===== config.mk =====
export PLATFORM = sky130hd
export DESIGN_NAME = clock_generator
export DESIGN_NICKNAME = d
export VERILOG_FILES = /design/src/design/clock_gen_pkg.sv /design/src/design/div_if.sv /design/src/design/modulo_divider.sv /design/src/design/clock_generator.sv
export SDC_FILE = /design/constraint.sdc
export NUM_CORES = 1
export LEC_CHECK = 0
export BUFFER_PORTS_ARGS = -buffer_cell sky130_fd_sc_hd__buf_2
export CAP_MARGIN = 20
export CORE_ASPECT_RATIO = 0.5
export CORE_MARGIN = 4
export CORE_UTILIZATION = 49
export CTS_BUF_LIST = sky130_fd_sc_hd__clkbuf_8 sky130_fd_sc_hd__clkbuf_16
export DETAILED_ROUTE_END_ITERATION = 10
export PLACE_DENSITY_LB_ADDON = 0.05
export RECOVER_POWER = 25
export SYNTH_ARGS = -nofsm -noshare
export SYNTH_HDL_FRONTEND = slang
export SYNTH_HIERARCHICAL = 1
export SYNTH_SLANG_ARGS = --single-unit

===== constraint.sdc =====
create_clock -name clk_i -period 6.24 [get_ports clk_i]
set_input_delay 1.248 -clock clk_i [delete_from_list [all_inputs] [get_ports clk_i]]
set_output_delay 1.248 -clock clk_i [all_outputs]
set_load 0.005 [all_outputs]

===== src/design/clock_gen_pkg.sv =====
// constants, field layout, reset values and types of the clock generator control
// -----------------------------------------------------------------------------
// Notes on behaviour
// - crystal runs only while oscillator enable asserted
// - crystal at crystal rate, buffered copy is reference
// - base clock is crystal or vco halved
// - reference divided by R gives divided reference; R of 0 or 1 gives the reference halved
// - feedback is vco over N times 2^P; N of 0 or 1 gives vco over 2^(P+1)
// - vco centre equals 38.4 kHz times L times 2^E
// - phase detector pulses show phase difference direction
// - lock detector compares frequencies at divided reference rate
// - tracking select reads clear in acquisition
// - tracking when not acquiring or select set
// - self-control lets lock detector pick filter mode
// - self-control tracking select read-only with hysteresis
// - self-control settled flag read-only with hysteresis
// - settled toggle requests interrupt when enabled
// - manual mode tracking select is writable control
// - manual mode disables settled flag and interrupts
// - source change holds output three edges each; a stopped source is not awaited
// - vco not selectable while loop is off
// - loop cannot power off while vco selected
// - linear factor zero disables loop, forces crystal
// -----------------------------------------------------------------------------
package clock_gen_pkg;
   // register byte offsets
   localparam logic [4:0] CTRL_OFS = 5'h00;
   localparam logic [4:0] BW_OFS = 5'h04;
   localparam logic [4:0] NDIV_OFS = 5'h08;
   localparam logic [4:0] LIN_OFS = 5'h0c;
   localparam logic [4:0] RDIV_OFS = 5'h10;
   // loop_control_reg fields
   localparam int CTRL_PWR_BIT = 0;
   localparam int CTRL_SEL_BIT = 1;
   localparam int CTRL_IE_BIT = 2;
   localparam int CTRL_P_LSB = 4;
   localparam int CTRL_E_LSB = 8;
   localparam int P_W = 2;
   localparam int E_W = 2;
   // bandwidth register fields
   localparam int BW_AUTO_BIT = 0;
   localparam int BW_TRK_BIT = 1;
   localparam int BW_SETTLED_BIT = 2;
   // reset values
   localparam logic AUTO_RST = 1'b1;
   localparam logic [P_W-1:0] P_RST = 2'h0;
   localparam logic [E_W-1:0] E_RST = 2'h0;
   localparam logic [15:0] NDIV_RST = 16'h0001;
   localparam logic [15:0] LIN_RST = 16'h0000;
   localparam logic [15:0] RDIV_RST = 16'h0001;
   // edges of each source waited on a base source change
   localparam logic [1:0] SETTLE_EDGES = 2'h3;
   // detector tolerances, in system clock cycles of period difference
   localparam logic [15:0] TRK_TOL = 16'h0004;
   localparam logic [15:0] UNT_TOL = 16'h0008;
   localparam logic [15:0] LOCK_TOL = 16'h0002;
   localparam logic [15:0] UNL_TOL = 16'h0004;
   // nominal centre frequency, 38.4 kHz in Hz
   localparam logic [31:0] F_NOM_HZ = 32'h0000_9600;
   typedef enum {SRC_RUN, SRC_HOLD} src_state_t;
endpackage


===== src/design/div_if.sv =====
// carrier between the control logic and one modulo divider
interface div_if #(parameter int W = 12);
   logic [W-1:0] factor;
   logic edge_in;
   logic tick;
   logic clk_out;
   modport ctl (output factor, output edge_in, input tick, input clk_out);
   modport div (input factor, input edge_in, output tick, output clk_out);
endinterface


===== src/design/modulo_divider.sv =====
// modulo divider of an edge stream; a factor of zero acts as one
module modulo_divider #(parameter int W = 12) (
   input wire logic clk_i,
   input wire logic rst_i,
   div_if.div d
);
   logic [W-1:0] cnt, next_cnt, last;
   logic tick, next_tick, out, next_out;

   if (W < 1 || W > 16 || $bits(d.factor) != W) begin : g_bad_w
      $error("modulo_divider: width out of range");
   end

   always_comb begin
      last = (d.factor == '0) ? '0 : d.factor - W'(1);
      next_cnt = cnt;
      next_tick = 1'b0;
      next_out = out;
      if (d.edge_in) begin
         if (cnt >= last) begin
            next_cnt = '0;
            next_tick = 1'b1;
         end else begin
            next_cnt = cnt + W'(1);
         end
         // factor one has no room for a duty cycle: toggle instead
         next_out = (last == '0) ? ~out : (next_cnt <= (last >> 1));
      end
   end

   always_ff @(posedge clk_i) begin
      if (rst_i) begin
         cnt <= '0;
         tick <= 1'b0;
         out <= 1'b0;
      end else begin
         cnt <= next_cnt;
         tick <= next_tick;
         out <= next_out;
      end
   end

   assign d.tick = tick;
   assign d.clk_out = out;
endmodule


===== src/design/clock_generator.sv =====
// clock generator control: registers, loop dividers, detectors, base clock selector
//
// Our own choices: the placing of the registers and the Wishbone slave port.
module clock_generator #(
   parameter int N_W = 12,
   parameter int L_W = 8,
   parameter int R_W = 4,
   parameter logic [15:0] TRK_TOL = clock_gen_pkg::TRK_TOL,
   parameter logic [15:0] UNT_TOL = clock_gen_pkg::UNT_TOL,
   parameter logic [15:0] LOCK_TOL = clock_gen_pkg::LOCK_TOL,
   parameter logic [15:0] UNL_TOL = clock_gen_pkg::UNL_TOL
) (
   input wire logic clk_i,
   input wire logic rst_i,
   input wire logic wb_cyc_i,
   input wire logic wb_stb_i,
   input wire logic wb_we_i,
   input wire logic [4:0] wb_adr_i,
   input wire logic [3:0] wb_sel_i,
   input wire logic [31:0] wb_dat_i,
   output logic [31:0] wb_dat_o,
   output logic wb_ack_o,
   input wire logic oscillator_enable_in_i,
   input wire logic xtal_pin_i,
   input wire logic vco_pin_i,
   output logic osc_run_o,
   output logic crystal_clock_o,
   output logic loop_reference_clock_o,
   output logic divided_reference_clock_o,
   output logic vco_feedback_clock_o,
   output logic base_clock_out_o,
   output logic loop_enable_o,
   output logic filter_tracking_o,
   output logic phase_up_o,
   output logic phase_down_o,
   output logic [31:0] vco_centre_hz_o,
   output logic settle_irq_o
);
   localparam int P_W = clock_gen_pkg::P_W;
   localparam int E_W = clock_gen_pkg::E_W;

   if (N_W < 1 || N_W > 16 || R_W < 1 || R_W > 16 || L_W < 1 || L_W > 12 ||
       UNT_TOL < TRK_TOL || UNL_TOL < LOCK_TOL) begin : g_bad_param
      $error("clock_generator: parameter out of range");
   end

   // ---------------------------------------------------------------------------
   // pin synchronisers
   // ---------------------------------------------------------------------------
   logic x_s1, x_s2, x_s3, v_s1, v_s2, v_s3;
   logic xtal_rise, vco_edge, vco_rise, loop_en;

   always_ff @(posedge clk_i) begin
      if (rst_i) begin
         x_s1 <= 1'b0;
         x_s2 <= 1'b0;
         x_s3 <= 1'b0;
         v_s1 <= 1'b0;
         v_s2 <= 1'b0;
         v_s3 <= 1'b0;
      end else begin
         x_s1 <= xtal_pin_i;
         x_s2 <= x_s1;
         x_s3 <= x_s2;
         v_s1 <= vco_pin_i;
         v_s2 <= v_s1;
         v_s3 <= v_s2;
      end
   end

   assign xtal_rise = x_s2 & ~x_s3 & oscillator_enable_in_i;
   assign vco_edge = v_s2 & ~v_s3;
   assign vco_rise = vco_edge & loop_en;

   // ---------------------------------------------------------------------------
   // register file and wishbone slave
   // ---------------------------------------------------------------------------
   logic loop_on, base_sel, irq_en, auto_bw, trk_sw, det_trk, det_lock, settled;
   logic [P_W-1:0] pre_p;
   logic [E_W-1:0] rng_e;
   logic [N_W-1:0] ndiv;
   logic [L_W-1:0] lin;
   logic [R_W-1:0] rdiv;
   logic next_loop_on, next_base_sel, next_irq_en, next_auto, next_trk_sw, next_ack;
   logic [P_W-1:0] next_p;
   logic [E_W-1:0] next_e;
   logic [N_W-1:0] next_ndiv;
   logic [L_W-1:0] next_lin;
   logic [R_W-1:0] next_rdiv;
   logic [31:0] next_rdata, ctrl_rd, bw_rd, m;
   logic req, wr, trk_eff;

   function automatic logic [31:0] merge(input logic [31:0] old_v, input logic [31:0] new_v,
                                         input logic [3:0] sel);
      logic [31:0] r;
      r = old_v;
      for (int i = 0; i < 4; i++) begin
         if (sel[i]) begin
            r[8*i +: 8] = new_v[8*i +: 8];
         end
      end
      return r;
   endfunction

   assign trk_eff = auto_bw ? det_trk : trk_sw;

   always_comb begin
      ctrl_rd = 32'h0;
      ctrl_rd[clock_gen_pkg::CTRL_PWR_BIT] = loop_on;
      ctrl_rd[clock_gen_pkg::CTRL_SEL_BIT] = base_sel;
      ctrl_rd[clock_gen_pkg::CTRL_IE_BIT] = irq_en;
      ctrl_rd[clock_gen_pkg::CTRL_P_LSB +: P_W] = pre_p;
      ctrl_rd[clock_gen_pkg::CTRL_E_LSB +: E_W] = rng_e;
      bw_rd = 32'h0;
      bw_rd[clock_gen_pkg::BW_AUTO_BIT] = auto_bw;
      bw_rd[clock_gen_pkg::BW_TRK_BIT] = filter_tracking_o;
      bw_rd[clock_gen_pkg::BW_SETTLED_BIT] = settled;
      req = wb_cyc_i & wb_stb_i;
      next_ack = req & ~wb_ack_o;
      // a write lands on the edge at which the master samples ack
      wr = req & wb_we_i & wb_ack_o;
      next_rdata = 32'h0;
      if (next_ack && !wb_we_i) begin
         unique case (wb_adr_i)
            clock_gen_pkg::CTRL_OFS: next_rdata = ctrl_rd;
            clock_gen_pkg::BW_OFS: next_rdata = bw_rd;
            clock_gen_pkg::NDIV_OFS: next_rdata = 32'(ndiv);
            clock_gen_pkg::LIN_OFS: next_rdata = 32'(lin);
            clock_gen_pkg::RDIV_OFS: next_rdata = 32'(rdiv);
            default: next_rdata = 32'h0;
         endcase
      end
      next_loop_on = loop_on;
      next_base_sel = base_sel;
      next_irq_en = irq_en;
      next_p = pre_p;
      next_e = rng_e;
      next_auto = auto_bw;
      next_trk_sw = trk_sw;
      next_ndiv = ndiv;
      next_lin = lin;
      next_rdiv = rdiv;
      m = 32'h0;
      if (wr) begin
         unique case (wb_adr_i)
            clock_gen_pkg::CTRL_OFS: begin
               m = merge(ctrl_rd, wb_dat_i, wb_sel_i);
               next_base_sel = m[clock_gen_pkg::CTRL_SEL_BIT] & loop_on;
               // a write that selects the vco must not also drop its power
               next_loop_on = m[clock_gen_pkg::CTRL_PWR_BIT] | base_sel | next_base_sel;
               next_irq_en = m[clock_gen_pkg::CTRL_IE_BIT];
               next_p = m[clock_gen_pkg::CTRL_P_LSB +: P_W];
               next_e = m[clock_gen_pkg::CTRL_E_LSB +: E_W];
            end
            clock_gen_pkg::BW_OFS: begin
               m = merge(bw_rd, wb_dat_i, wb_sel_i);
               next_auto = m[clock_gen_pkg::BW_AUTO_BIT];
               if (!auto_bw) begin
                  next_trk_sw = m[clock_gen_pkg::BW_TRK_BIT];
               end
            end
            clock_gen_pkg::NDIV_OFS: next_ndiv = N_W'(merge(32'(ndiv), wb_dat_i, wb_sel_i));
            clock_gen_pkg::LIN_OFS: next_lin = L_W'(merge(32'(lin), wb_dat_i, wb_sel_i));
            clock_gen_pkg::RDIV_OFS: next_rdiv = R_W'(merge(32'(rdiv), wb_dat_i, wb_sel_i));
            default: m = 32'h0;
         endcase
      end
      if (next_lin == '0) begin
         next_base_sel = 1'b0;
      end
   end

   always_ff @(posedge clk_i) begin
      if (rst_i) begin
         loop_on <= 1'b0;
         base_sel <= 1'b0;
         irq_en <= 1'b0;
         pre_p <= clock_gen_pkg::P_RST;
         rng_e <= clock_gen_pkg::E_RST;
         auto_bw <= clock_gen_pkg::AUTO_RST;
         trk_sw <= 1'b0;
         ndiv <= N_W'(clock_gen_pkg::NDIV_RST);
         lin <= L_W'(clock_gen_pkg::LIN_RST);
         rdiv <= R_W'(clock_gen_pkg::RDIV_RST);
         wb_ack_o <= 1'b0;
         wb_dat_o <= 32'h0;
      end else begin
         loop_on <= next_loop_on;
         base_sel <= next_base_sel;
         irq_en <= next_irq_en;
         pre_p <= next_p;
         rng_e <= next_e;
         auto_bw <= next_auto;
         trk_sw <= next_trk_sw;
         ndiv <= next_ndiv;
         lin <= next_lin;
         rdiv <= next_rdiv;
         wb_ack_o <= next_ack;
         wb_dat_o <= next_rdata;
      end
   end

   // ---------------------------------------------------------------------------
   // dividers and phase detector
   // ---------------------------------------------------------------------------
   div_if #(.W(R_W)) ref_bus ();
   div_if #(.W(N_W)) fb_bus ();
   logic [2:0] pre_cnt, next_pre_cnt, pre_mask;
   logic pre_tick, next_up, next_dn;
   logic [31:0] next_centre;

   assign loop_en = loop_on & (lin != '0);
   assign pre_mask = 3'(4'(4'h1 << pre_p) - 4'h1);
   assign pre_tick = vco_rise & ((pre_cnt & pre_mask) == pre_mask);
   assign ref_bus.factor = rdiv;
   assign ref_bus.edge_in = xtal_rise;
   assign fb_bus.factor = ndiv;
   assign fb_bus.edge_in = pre_tick;

   modulo_divider #(.W(R_W)) u_ref_div (.clk_i(clk_i), .rst_i(rst_i), .d(ref_bus));
   modulo_divider #(.W(N_W)) u_fb_div (.clk_i(clk_i), .rst_i(rst_i), .d(fb_bus));

   always_comb begin
      next_pre_cnt = vco_rise ? pre_cnt + 3'h1 : pre_cnt;
      // up leads when reference arrives first; both seen ends the pulse
      next_up = loop_en & (phase_up_o | ref_bus.tick);
      next_dn = loop_en & (phase_down_o | fb_bus.tick);
      if (next_up && next_dn) begin
         next_up = 1'b0;
         next_dn = 1'b0;
      end
      next_centre = (clock_gen_pkg::F_NOM_HZ * 32'(lin)) << rng_e;
   end

   always_ff @(posedge clk_i) begin
      if (rst_i) begin
         pre_cnt <= 3'h0;
         phase_up_o <= 1'b0;
         phase_down_o <= 1'b0;
         vco_centre_hz_o <= 32'h0;
         osc_run_o <= 1'b0;
         crystal_clock_o <= 1'b0;
         loop_reference_clock_o <= 1'b0;
         divided_reference_clock_o <= 1'b0;
         vco_feedback_clock_o <= 1'b0;
         loop_enable_o <= 1'b0;
      end else begin
         pre_cnt <= next_pre_cnt;
         phase_up_o <= next_up;
         phase_down_o <= next_dn;
         vco_centre_hz_o <= next_centre;
         osc_run_o <= oscillator_enable_in_i;
         crystal_clock_o <= x_s2 & oscillator_enable_in_i;
         loop_reference_clock_o <= x_s2 & oscillator_enable_in_i;
         divided_reference_clock_o <= ref_bus.clk_out;
         vco_feedback_clock_o <= fb_bus.clk_out;
         loop_enable_o <= loop_en;
      end
   end

   // ---------------------------------------------------------------------------
   // lock detector, filter mode and settle request
   // ---------------------------------------------------------------------------
   logic [15:0] ref_per, fb_per, fb_last, diff;
   logic [15:0] next_ref_per, next_fb_per, next_fb_last;
   logic next_det_trk, next_det_lock, next_settled, next_irq;

   always_comb begin
      next_ref_per = (ref_per == 16'hffff) ? ref_per : ref_per + 16'h0001;
      next_fb_per = (fb_per == 16'hffff) ? fb_per : fb_per + 16'h0001;
      next_fb_last = fb_last;
      next_det_trk = det_trk;
      next_det_lock = det_lock;
      diff = (ref_per > fb_last) ? ref_per - fb_last : fb_last - ref_per;
      if (fb_bus.tick) begin
         next_fb_last = fb_per;
         next_fb_per = 16'h0;
      end
      // judged once per divided reference period: slow reference, slow lock
      if (ref_bus.tick) begin
         next_ref_per = 16'h0;
         next_det_trk = det_trk ? (diff <= UNT_TOL) : (diff <= TRK_TOL);
         next_det_lock = det_lock ? (diff <= UNL_TOL) : (diff <= LOCK_TOL);
      end
      if (!loop_en) begin
         next_det_trk = 1'b0;
         next_det_lock = 1'b0;
      end
      next_settled = next_auto & next_det_lock;
      next_irq = next_auto & next_irq_en & (next_settled != settled);
   end

   always_ff @(posedge clk_i) begin
      if (rst_i) begin
         ref_per <= 16'h0;
         fb_per <= 16'h0;
         fb_last <= 16'h0;
         det_trk <= 1'b0;
         det_lock <= 1'b0;
         settled <= 1'b0;
         settle_irq_o <= 1'b0;
         filter_tracking_o <= 1'b0;
      end else begin
         ref_per <= next_ref_per;
         fb_per <= next_fb_per;
         fb_last <= next_fb_last;
         det_trk <= next_det_trk;
         det_lock <= next_det_lock;
         settled <= next_settled;
         settle_irq_o <= next_irq;
         filter_tracking_o <= trk_eff;
      end
   end

   // ---------------------------------------------------------------------------
   // base clock selector
   // ---------------------------------------------------------------------------
   clock_gen_pkg::src_state_t state, next_state;
   logic active_vco, next_active, next_base, xe_done, ve_done;
   logic [1:0] xe_cnt, ve_cnt, next_xe, next_ve;

   // a source known to be stopped cannot deliver its edges, so it is not awaited
   assign xe_done = (xe_cnt == clock_gen_pkg::SETTLE_EDGES) | ~oscillator_enable_in_i;
   assign ve_done = (ve_cnt == clock_gen_pkg::SETTLE_EDGES) | ~loop_en;

   always_comb begin
      next_state = state;
      next_active = active_vco;
      next_xe = xe_cnt;
      next_ve = ve_cnt;
      next_base = base_clock_out_o;
      unique case (state)
         clock_gen_pkg::SRC_RUN: begin
            if (base_sel != active_vco) begin
               next_state = clock_gen_pkg::SRC_HOLD;
               next_xe = 2'h0;
               next_ve = 2'h0;
            end else if (active_vco ? vco_rise : xtal_rise) begin
               next_base = ~base_clock_out_o;
            end
         end
         clock_gen_pkg::SRC_HOLD: begin
            if (xtal_rise && !xe_done) begin
               next_xe = xe_cnt + 2'h1;
            end
            if (vco_edge && !ve_done) begin
               next_ve = ve_cnt + 2'h1;
            end
            if (xe_done && ve_done) begin
               next_active = base_sel;
               next_state = clock_gen_pkg::SRC_RUN;
            end
         end
      endcase
   end

   always_ff @(posedge clk_i) begin
      if (rst_i) begin
         state <= clock_gen_pkg::SRC_RUN;
         active_vco <= 1'b0;
         xe_cnt <= 2'h0;
         ve_cnt <= 2'h0;
         base_clock_out_o <= 1'b0;
      end else begin
         state <= next_state;
         active_vco <= next_active;
         xe_cnt <= next_xe;
         ve_cnt <= next_ve;
         base_clock_out_o <= next_base;
      end
   end
endmodule


Word level (Yosys, flattened, before mapping)
Index checks and enable logic that the tools add are counted.
{"block": "totals", "regBits": 225, "inputBits": 49, "elab_cells": 197}
{"block": "classes", "n_addsub": 12, "n_mul": 1, "order_cmp": 8, "eq_ne": 17, "n_shift": 2, "muxes": 37, "n_bitwise": 37, "n_reduce_logical": 36}
{"cell": "two-way mux 32 bit", "count": 2}
{"cell": "one-hot mux 32 bit (2 select lines)", "count": 1}
{"cell": "one-hot mux 12 bit (5 select lines)", "count": 1}
{"cell": "two-way mux 12 bit", "count": 3}
{"cell": "adder 16 x 1 -> 16 bit (second input constant)", "count": 2}
{"cell": "equality test 16 bit (second input constant)", "count": 2}
{"cell": "equality test 32 x 1 -> 1 bit (second input constant)", "count": 1}
{"cell": "logical NOT 32 bit", "count": 1}
{"cell": "<< shifter 24 x 2 -> 32 bit", "count": 1}
{"cell": "subtractor 16 bit", "count": 2}
{"cell": "logical NOT 12 bit", "count": 2}
{"cell": "two-way mux 8 bit", "count": 3}
{"cell": "AND reduction 3 bit", "count": 7}
{"cell": "two-way mux 6 bit", "count": 3}
{"cell": "AND 1 bit", "count": 17}
{"cell": "greater-than comparator 16 bit", "count": 1}
{"cell": "less-or-equal comparator 16 x 2 -> 1 bit (second input constant)", "count": 1}
{"cell": "less-or-equal comparator 16 x 3 -> 1 bit (second input constant)", "count": 1}
{"cell": "less-or-equal comparator 16 x 4 -> 1 bit (second input constant)", "count": 1}
{"cell": "two-way mux 16 bit", "count": 1}
{"cell": "OR reduction 2 bit", "count": 8}
{"cell": "multiplier 7 x 8 -> 15 bit (first input constant)", "count": 1}
{"cell": "two-way mux 1 bit", "count": 14}
{"cell": "NOT 1 bit", "count": 13}
{"cell": "32 further kinds", "count": 61}

Depth between registers and ports, before layout
{"block": "logic_depth", "ltp_word": 9, "mapped_depth": 20}

Hierarchy
Netlist, hierarchy kept.
{"mod": "clock_generator", "instances": 1, "cells_per_inst": 1022, "area_per_inst_um2": 8612.0}
{"mod": "modulo_divider at u_fb_div", "instances": 1, "cells_per_inst": 221, "area_per_inst_um2": 1735.4}
{"mod": "modulo_divider at u_ref_div", "instances": 1, "cells_per_inst": 61, "area_per_inst_um2": 524.3}

Worst setup path before layout
No wires, ideal clock.
{"block": "synth_path", "path_type": "register -> register", "startpoint": "register ndiv[0] (netlist: fb_bus.factor[0])", "endpoint": "register u_fb_div.out (netlist: u_fb_div/d.clk_out)", "arrival_time_ns": 4.028, "t_required_ns": 6.166, "setup_slack_ns": 2.138, "path_stages_with_launch": 21, "synth_period_minus_slack_ns": 4.102, "path_cell_list": "dfxtp_1 -> inv_1 -> ha_1 -> nand2b_1 -> nor4_1 -> xnor2_1 -> or2_2 -> ha_1 -> and4_1 -> o21ai_0 -> o211ai_2 -> and2_4 -> clkbuf_1 -> nor2_1 -> ha_1 -> a211o_1 -> o211ai_1 -> a21oi_1 -> a2111oi_0 -> o221ai_1 -> o21ai_0"}
{"block": "synth_between", "elab_chain_cells": 7, "word_cells_on_any_way": 9, "classes_between": "add/sub: 1; order compare: 2; mux: 4; reduce/logical: 2"}
{"item": "from (decl)", "line_no": "clock_generator.sv:81", "rtl": "logic [N_W-1:0] ndiv;"}
{"item": "from (signal assigned)", "line_no": "clock_generator.sv:182", "rtl": "ndiv <= N_W'(clock_gen_pkg::NDIV_RST);"}
{"item": "from (signal assigned)", "line_no": "clock_generator.sv:195", "rtl": "ndiv <= next_ndiv;"}
{"item": "subtractor 12 x 1 -> 12 bit or logical NOT 12 bit (tied branches)", "line_no": "modulo_divider.sv:15", "rtl": "last = (d.factor == '0) ? '0 : d.factor - W'(1);"}
{"item": "two-way mux 12 bit *", "line_no": "modulo_divider.sv:15"}
{"item": "greater-or-equal comparator 12 bit", "line_no": "modulo_divider.sv:20", "rtl": "if (cnt >= last) begin"}
{"item": "two-way mux 12 bit", "line_no": "modulo_divider.sv:20"}
{"item": "two-way mux 12 bit", "line_no": "modulo_divider.sv:19", "rtl": "if (d.edge_in) begin"}
{"item": "less-or-equal comparator 12 x 11 -> 1 bit", "line_no": "modulo_divider.sv:27", "rtl": "next_out = (last == '0) ? ~out : (next_cnt <= (last >> 1));"}
{"item": "two-way mux 1 bit *", "line_no": "modulo_divider.sv:27"}
{"item": "to (signal assigned)", "line_no": "modulo_divider.sv:39", "rtl": "out <= next_out;"}
{"item": "to (decl)", "line_no": "modulo_divider.sv:8", "rtl": "logic tick, next_tick, out, next_out;"}
Every way passes the cells marked *; elsewhere a longest branch is shown, timed or not. The select of a mux whose other input is x is not followed.
A chain may end at the register's enable or synchronous reset.

Worst setup path in the final report
{"block": "layout_path", "startpoint": "register ndiv[7] (netlist: fb_bus.factor[7])", "endpoint": "register u_fb_div.out (netlist: u_fb_div/d.clk_out)"}
The elaborated chain is that of the path after synthesis.

==> results <==
- In the final design database the tool counted 1509 nets.
- The count of final max-slew check failures was 59.
- The launch point of the worst reg-to-reg path is fb_bus.factor[7]$_SDFFE_PP0P_.
- The number of global-route vias before repair is 8736.
- Of the available clock period, the critical path in the final layout requires 71.9%.
- The clock period minus worst slack is 4490 ps.
- Compared with the post-synthesis result, the final layout area differs by 8.70%.
- The share of total power in combinational logic is 7.8%.
- Sequential elements use 29.5% of the synthesized area.
- The floorplan die height is 113 um.
- The I/O pin total is 125.
- The switching share of power is 24.7%.
- The run finished, with violations left.
- Adding up every negative setup slack in the final design gives 0 ps.
- The global-route total usage across every layer is 21.3%.
- Power comes to 2.23 mW.
- The utilization of the core after routing is 54.4%.
- The floorplan step defined a core boundary enclosing 21700 um2.
- Of the cells placed in the final design, the portion with a size suffix greater than 1 is 9.88%.
- CTS placed an instance of sky130_fd_sc_hd__clkbuf_16 at the clock tree root.
- 0 antenna diodes ended up in the layout.
- The number of library cell types mapped by synthesis is 82.
- Input and output buffers added on the ports amount to 68.
- Setup repair after global routing left no endpoint under its margin.
- The wire-length estimate of the detail-placed layout is 19900 um.
- The initial standard-cell utilization of the core is 50.0%.
- The H-tree generated during clock tree synthesis spans 4 levels.
- The first routing iteration left 469 violations.
- The warning count from the yosys run is 6.
- The data required time of the critical path is 6600 ps.
- The largest stage delay on the critical path is 520 ps.
- The clock-pin slew reported for the worst setup and hold paths after clock tree synthesis is 60 ps.
- Between clock sinks in the finished design, the worst skew comes to 17.1 ps.
- Of the total power, the clock network draws 45.8%.
- After global routing the overflow that remains totals 0.
- The row count is 38.
- In this run the remaining antenna-violating nets after routing total 0.
- Counting flops and latches in the post-synthesis netlist gives 160.
- The first-pass GRT wire length is 43200 um.
- The total of max-cap violations is 1.
- The peak fanout along the critical path is 15.
- The footprint of the multi-input gates is 6990 um2.
- VDD sags by at most 0.144 mV.
- The post-synthesis async set-or-reset flop share is 0%.
- The number of buffers inserted by hold repair at cts is 0.
- The via total after detailed routing is 9062.
- The worst hold path belongs to the class reg2reg.
- Entering global routing, the biggest net connects 59 pins.
- The total routed wirelength is 26200 um.
- For the pin with the worst max-slew slack, the measured transition is 2640 ps.
- The number of cells traversed by the worst register-to-register path is 17.
- The number of flops mapped to enable cells by yosys is 0.
- Each instance of the synthesized netlist takes up on average 8.34 um2.
- Summed over all nets, the switching power comes to 551 uW.
- The synthesized instance count is 1304.
- Of the total power, registers draw 46.4%.
- Tracing the worst setup path back leads to its startpoint at fb_bus.factor[7]$_SDFFE_PP0P_.
- The cell area that synthesis handed to floorplanning was 10900 um2.
- The critical path goes through nor4_1 > nand2_1 > or3_1 > nand2_1 > ha_1 > a211o_1 > a21oi_1 > o211ai_2 > and2_4 > nor2_1 > ha_1 > a211o_1 > o211ai_1 > a21oi_1 > a2111oi_0 > o221ai_1 > o21ai_0.
- The first TritonRoute pass finished after 5 iterations.
- The die width is 219 um.
- The critical path is of the reg2reg type.
- Across the whole layout, storage elements account for 3200 um2.
- The worst register-to-register path has a setup slack of 1750 ps.
- The end of the worst register-to-register path is u_fb_div/d.clk_out$_SDFFE_PP0P_.
- The total leakage power is 5.00 nW.
- After detailed routing, the average wire length per cell comes to 15.8 um.
- After synthesis, the largest area contributor takes up 29.5% of total cell area.
- The final worst hold slack is 435 ps.
- The slowest stage of the critical path belongs to the cell sky130_fd_sc_hd__nor4_1.
- In this run the power density over the cells is 188 nW/um2.
- The endpoint of the worst setup timing path is u_fb_div/d.clk_out$_SDFFE_PP0P_.
- The final reports fail on max-capacitance violations, max-slew violations.
- TritonCTS built the clock tree.
- The count of final hold-check violations is 0.
- Once the clock tree was built, the resizer swapped 0 gates to a different size.
- The fill cell instance count of the final layout is 2095.
- For this design, the sink count on the clock tree is 160.
- The congestion estimate from routability-driven global placement came to 0.880.
- The number of design rule violations left after detail routing is 0.
- The total die area is 24800 um2.
- The arrival time at the worst endpoint is 4850 ps.
- The initial antenna violation count is 0.
- Dividing the detail-routed via count by the number of cells gives 5.47.
- The clock latency of the later-clocked register in the worst-skew pair is 440 ps.
- The internal portion of the total power is 1.68 mW.
- Among all flip-flop cells after synthesis, the most frequent one is sky130_fd_sc_hd__dfxtp_1.
- The startpoint class of the critical path is a flip-flop.
- The maximum operating frequency is 223 MHz.
- The cell taking the most area after synthesis is sky130_fd_sc_hd__dfxtp_1.
- STA classifies the critical path endpoint as a flip-flop.
- The number of buffers between clock root and the deepest sink is 2.
- In the post-synthesis netlist, the biggest area contributors are sky130_fd_sc_hd__dfxtp_1 (29%), sky130_fd_sc_hd__ha_1 (12%), sky130_fd_sc_hd__nor2_1 (4.9%).
- The post-CTS repair timing setup buffer count is 0.
- The total of endpoints with negative setup slack in the final report is 0.
- The max-slew headroom at the worst pin is -76.0%.
- The number of buffers created by CTS is 17.
## placed cells by master (no fill, tap or decap), types with 12 or more instances in the layout
| master | instances |
|---|---|
| sky130_fd_sc_hd__a21oi_1 | 81 |
| sky130_fd_sc_hd__ha_1 | 108 |
| sky130_fd_sc_hd__xor2_1 | 25 |
| sky130_fd_sc_hd__xnor2_1 | 40 |
| sky130_fd_sc_hd__mux2i_1 | 50 |
| sky130_fd_sc_hd__nor2_1 | 143 |
| sky130_fd_sc_hd__buf_2 | 54 |
| sky130_fd_sc_hd__conb_1 | 34 |
| sky130_fd_sc_hd__a31oi_1 | 13 |
| sky130_fd_sc_hd__nand2_1 | 113 |
| sky130_fd_sc_hd__a211oi_1 | 19 |
| sky130_fd_sc_hd__and3_1 | 15 |
| sky130_fd_sc_hd__nor2b_1 | 31 |
| sky130_fd_sc_hd__o21ai_0 | 28 |
| sky130_fd_sc_hd__a21o_1 | 18 |
| sky130_fd_sc_hd__nor4_1 | 14 |
| sky130_fd_sc_hd__clkbuf_1 | 13 |
| sky130_fd_sc_hd__nand2b_1 | 15 |
| sky130_fd_sc_hd__nor3_1 | 25 |
| sky130_fd_sc_hd__dfxtp_1 | 160 |
| sky130_fd_sc_hd__nand3_1 | 48 |
| sky130_fd_sc_hd__clkbuf_16 | 17 |
| sky130_fd_sc_hd__nand4_1 | 12 |
| sky130_fd_sc_hd__inv_1 | 87 |
## logic make-up after synthesis
| family | synth area share, % |
|---|---|
| AND/OR/NAND/NOR | 22.6 |
| AO/OA/AOI/OAI | 15.3 |
| buffers and inverters | 7.40 |
| flip-flops | 29.5 |
| adder cells (fa/ha/maj) | 14.1 |
| XOR/XNOR | 5.24 |
| multiplexers | 5.85 |
| other | 0.0345 |
## cells in the mapped netlist (all sizes together), types with 34 or more instances
cell / number
dfxtp: 160
nor2: 143
nand2: 113
ha: 108
inv: 86
a21oi: 84
buf: 51
mux2i: 50
nand3: 48
xnor2: 40
clkbuf: 34
o21ai: 34
## power groups by stage
stage	sequential, mW	combinational (mW)	clock [mW]
3_3_place_gp	1.06	0.168	0
2_1_floorplan	1.06	0.145	0
5_1_grt	1.03	0.192	1.09
3_5_place_dp	1.06	0.171	0
6_report	1.03	0.173	1.02
4_1_cts	1.03	0.172	1.05
## layout make-up
type                    instances  share of cell area, %
clock inverters                12                  0.921
flip-flops and latches        160                   27.1
clock buffers                  20                   3.95
multi-input cells            1006                   59.1
well taps                     300                   3.18
repair buffers                 72                   2.99
inverters                      86                   2.73
## sequential cells by signal (all words and copies together), names as in the netlist, 2 cells and up
signal and count:
ve_cnt 2, u_ref_div/cnt 4, pre_p 2, pre_cnt 3, lin 8, ref_per 16
vco_centre_hz_o 18, rng_e 2, xe_cnt 2, u_fb_div/cnt 12, fb_per 16, fb_bus.factor 12
wb_dat_o 12, rdiv 4, fb_last 16
## stage by stage
stage / cell area [um2] / setup WS [ps] / instances
2_1_floorplan: 11000 / 2140 / 1337
3_3_place_gp: 11300 / 1810 / 1624
3_5_place_dp: 11300 / 1750 / 1624
4_1_cts: 11800 / 1720 / 1656
5_1_grt: 11800 / 1270 / 1656
6_report: 11800 / 1750 / 1656
## layer usage
metal	routed length [um]	track usage [%]
met5	0	0
met4	396	6.23
met3	895	4.29
met2	12600	36.7
met1	12300	27.3
## critical path, delay by kind of cell, from the launching register on
kind,cells,cell delay [ps]
flip-flops,1,400
AND/OR/NAND/NOR,6,1700
adder cells (fa/ha/maj),2,510
AO/OA/AOI/OAI,9,1780
## how the worst min path moves through the flow
stage	start	endpoint	slack, ps	cells after the start
6_report	x_s1$_SDFF_PP0_	x_s2$_SDFF_PP0_	440	1
3_3_place_gp	x_s1$_SDFF_PP0_	x_s2$_SDFF_PP0_	420	1
2_1_floorplan	v_s1$_SDFF_PP0_	v_s2$_SDFF_PP0_	410	1
3_5_place_dp	x_s1$_SDFF_PP0_	x_s2$_SDFF_PP0_	430	1
4_1_cts	x_s1$_SDFF_PP0_	x_s2$_SDFF_PP0_	440	1
5_1_grt	x_s1$_SDFF_PP0_	x_s2$_SDFF_PP0_	460	1
No activity file was read; power rests on OpenSTA's default activity.
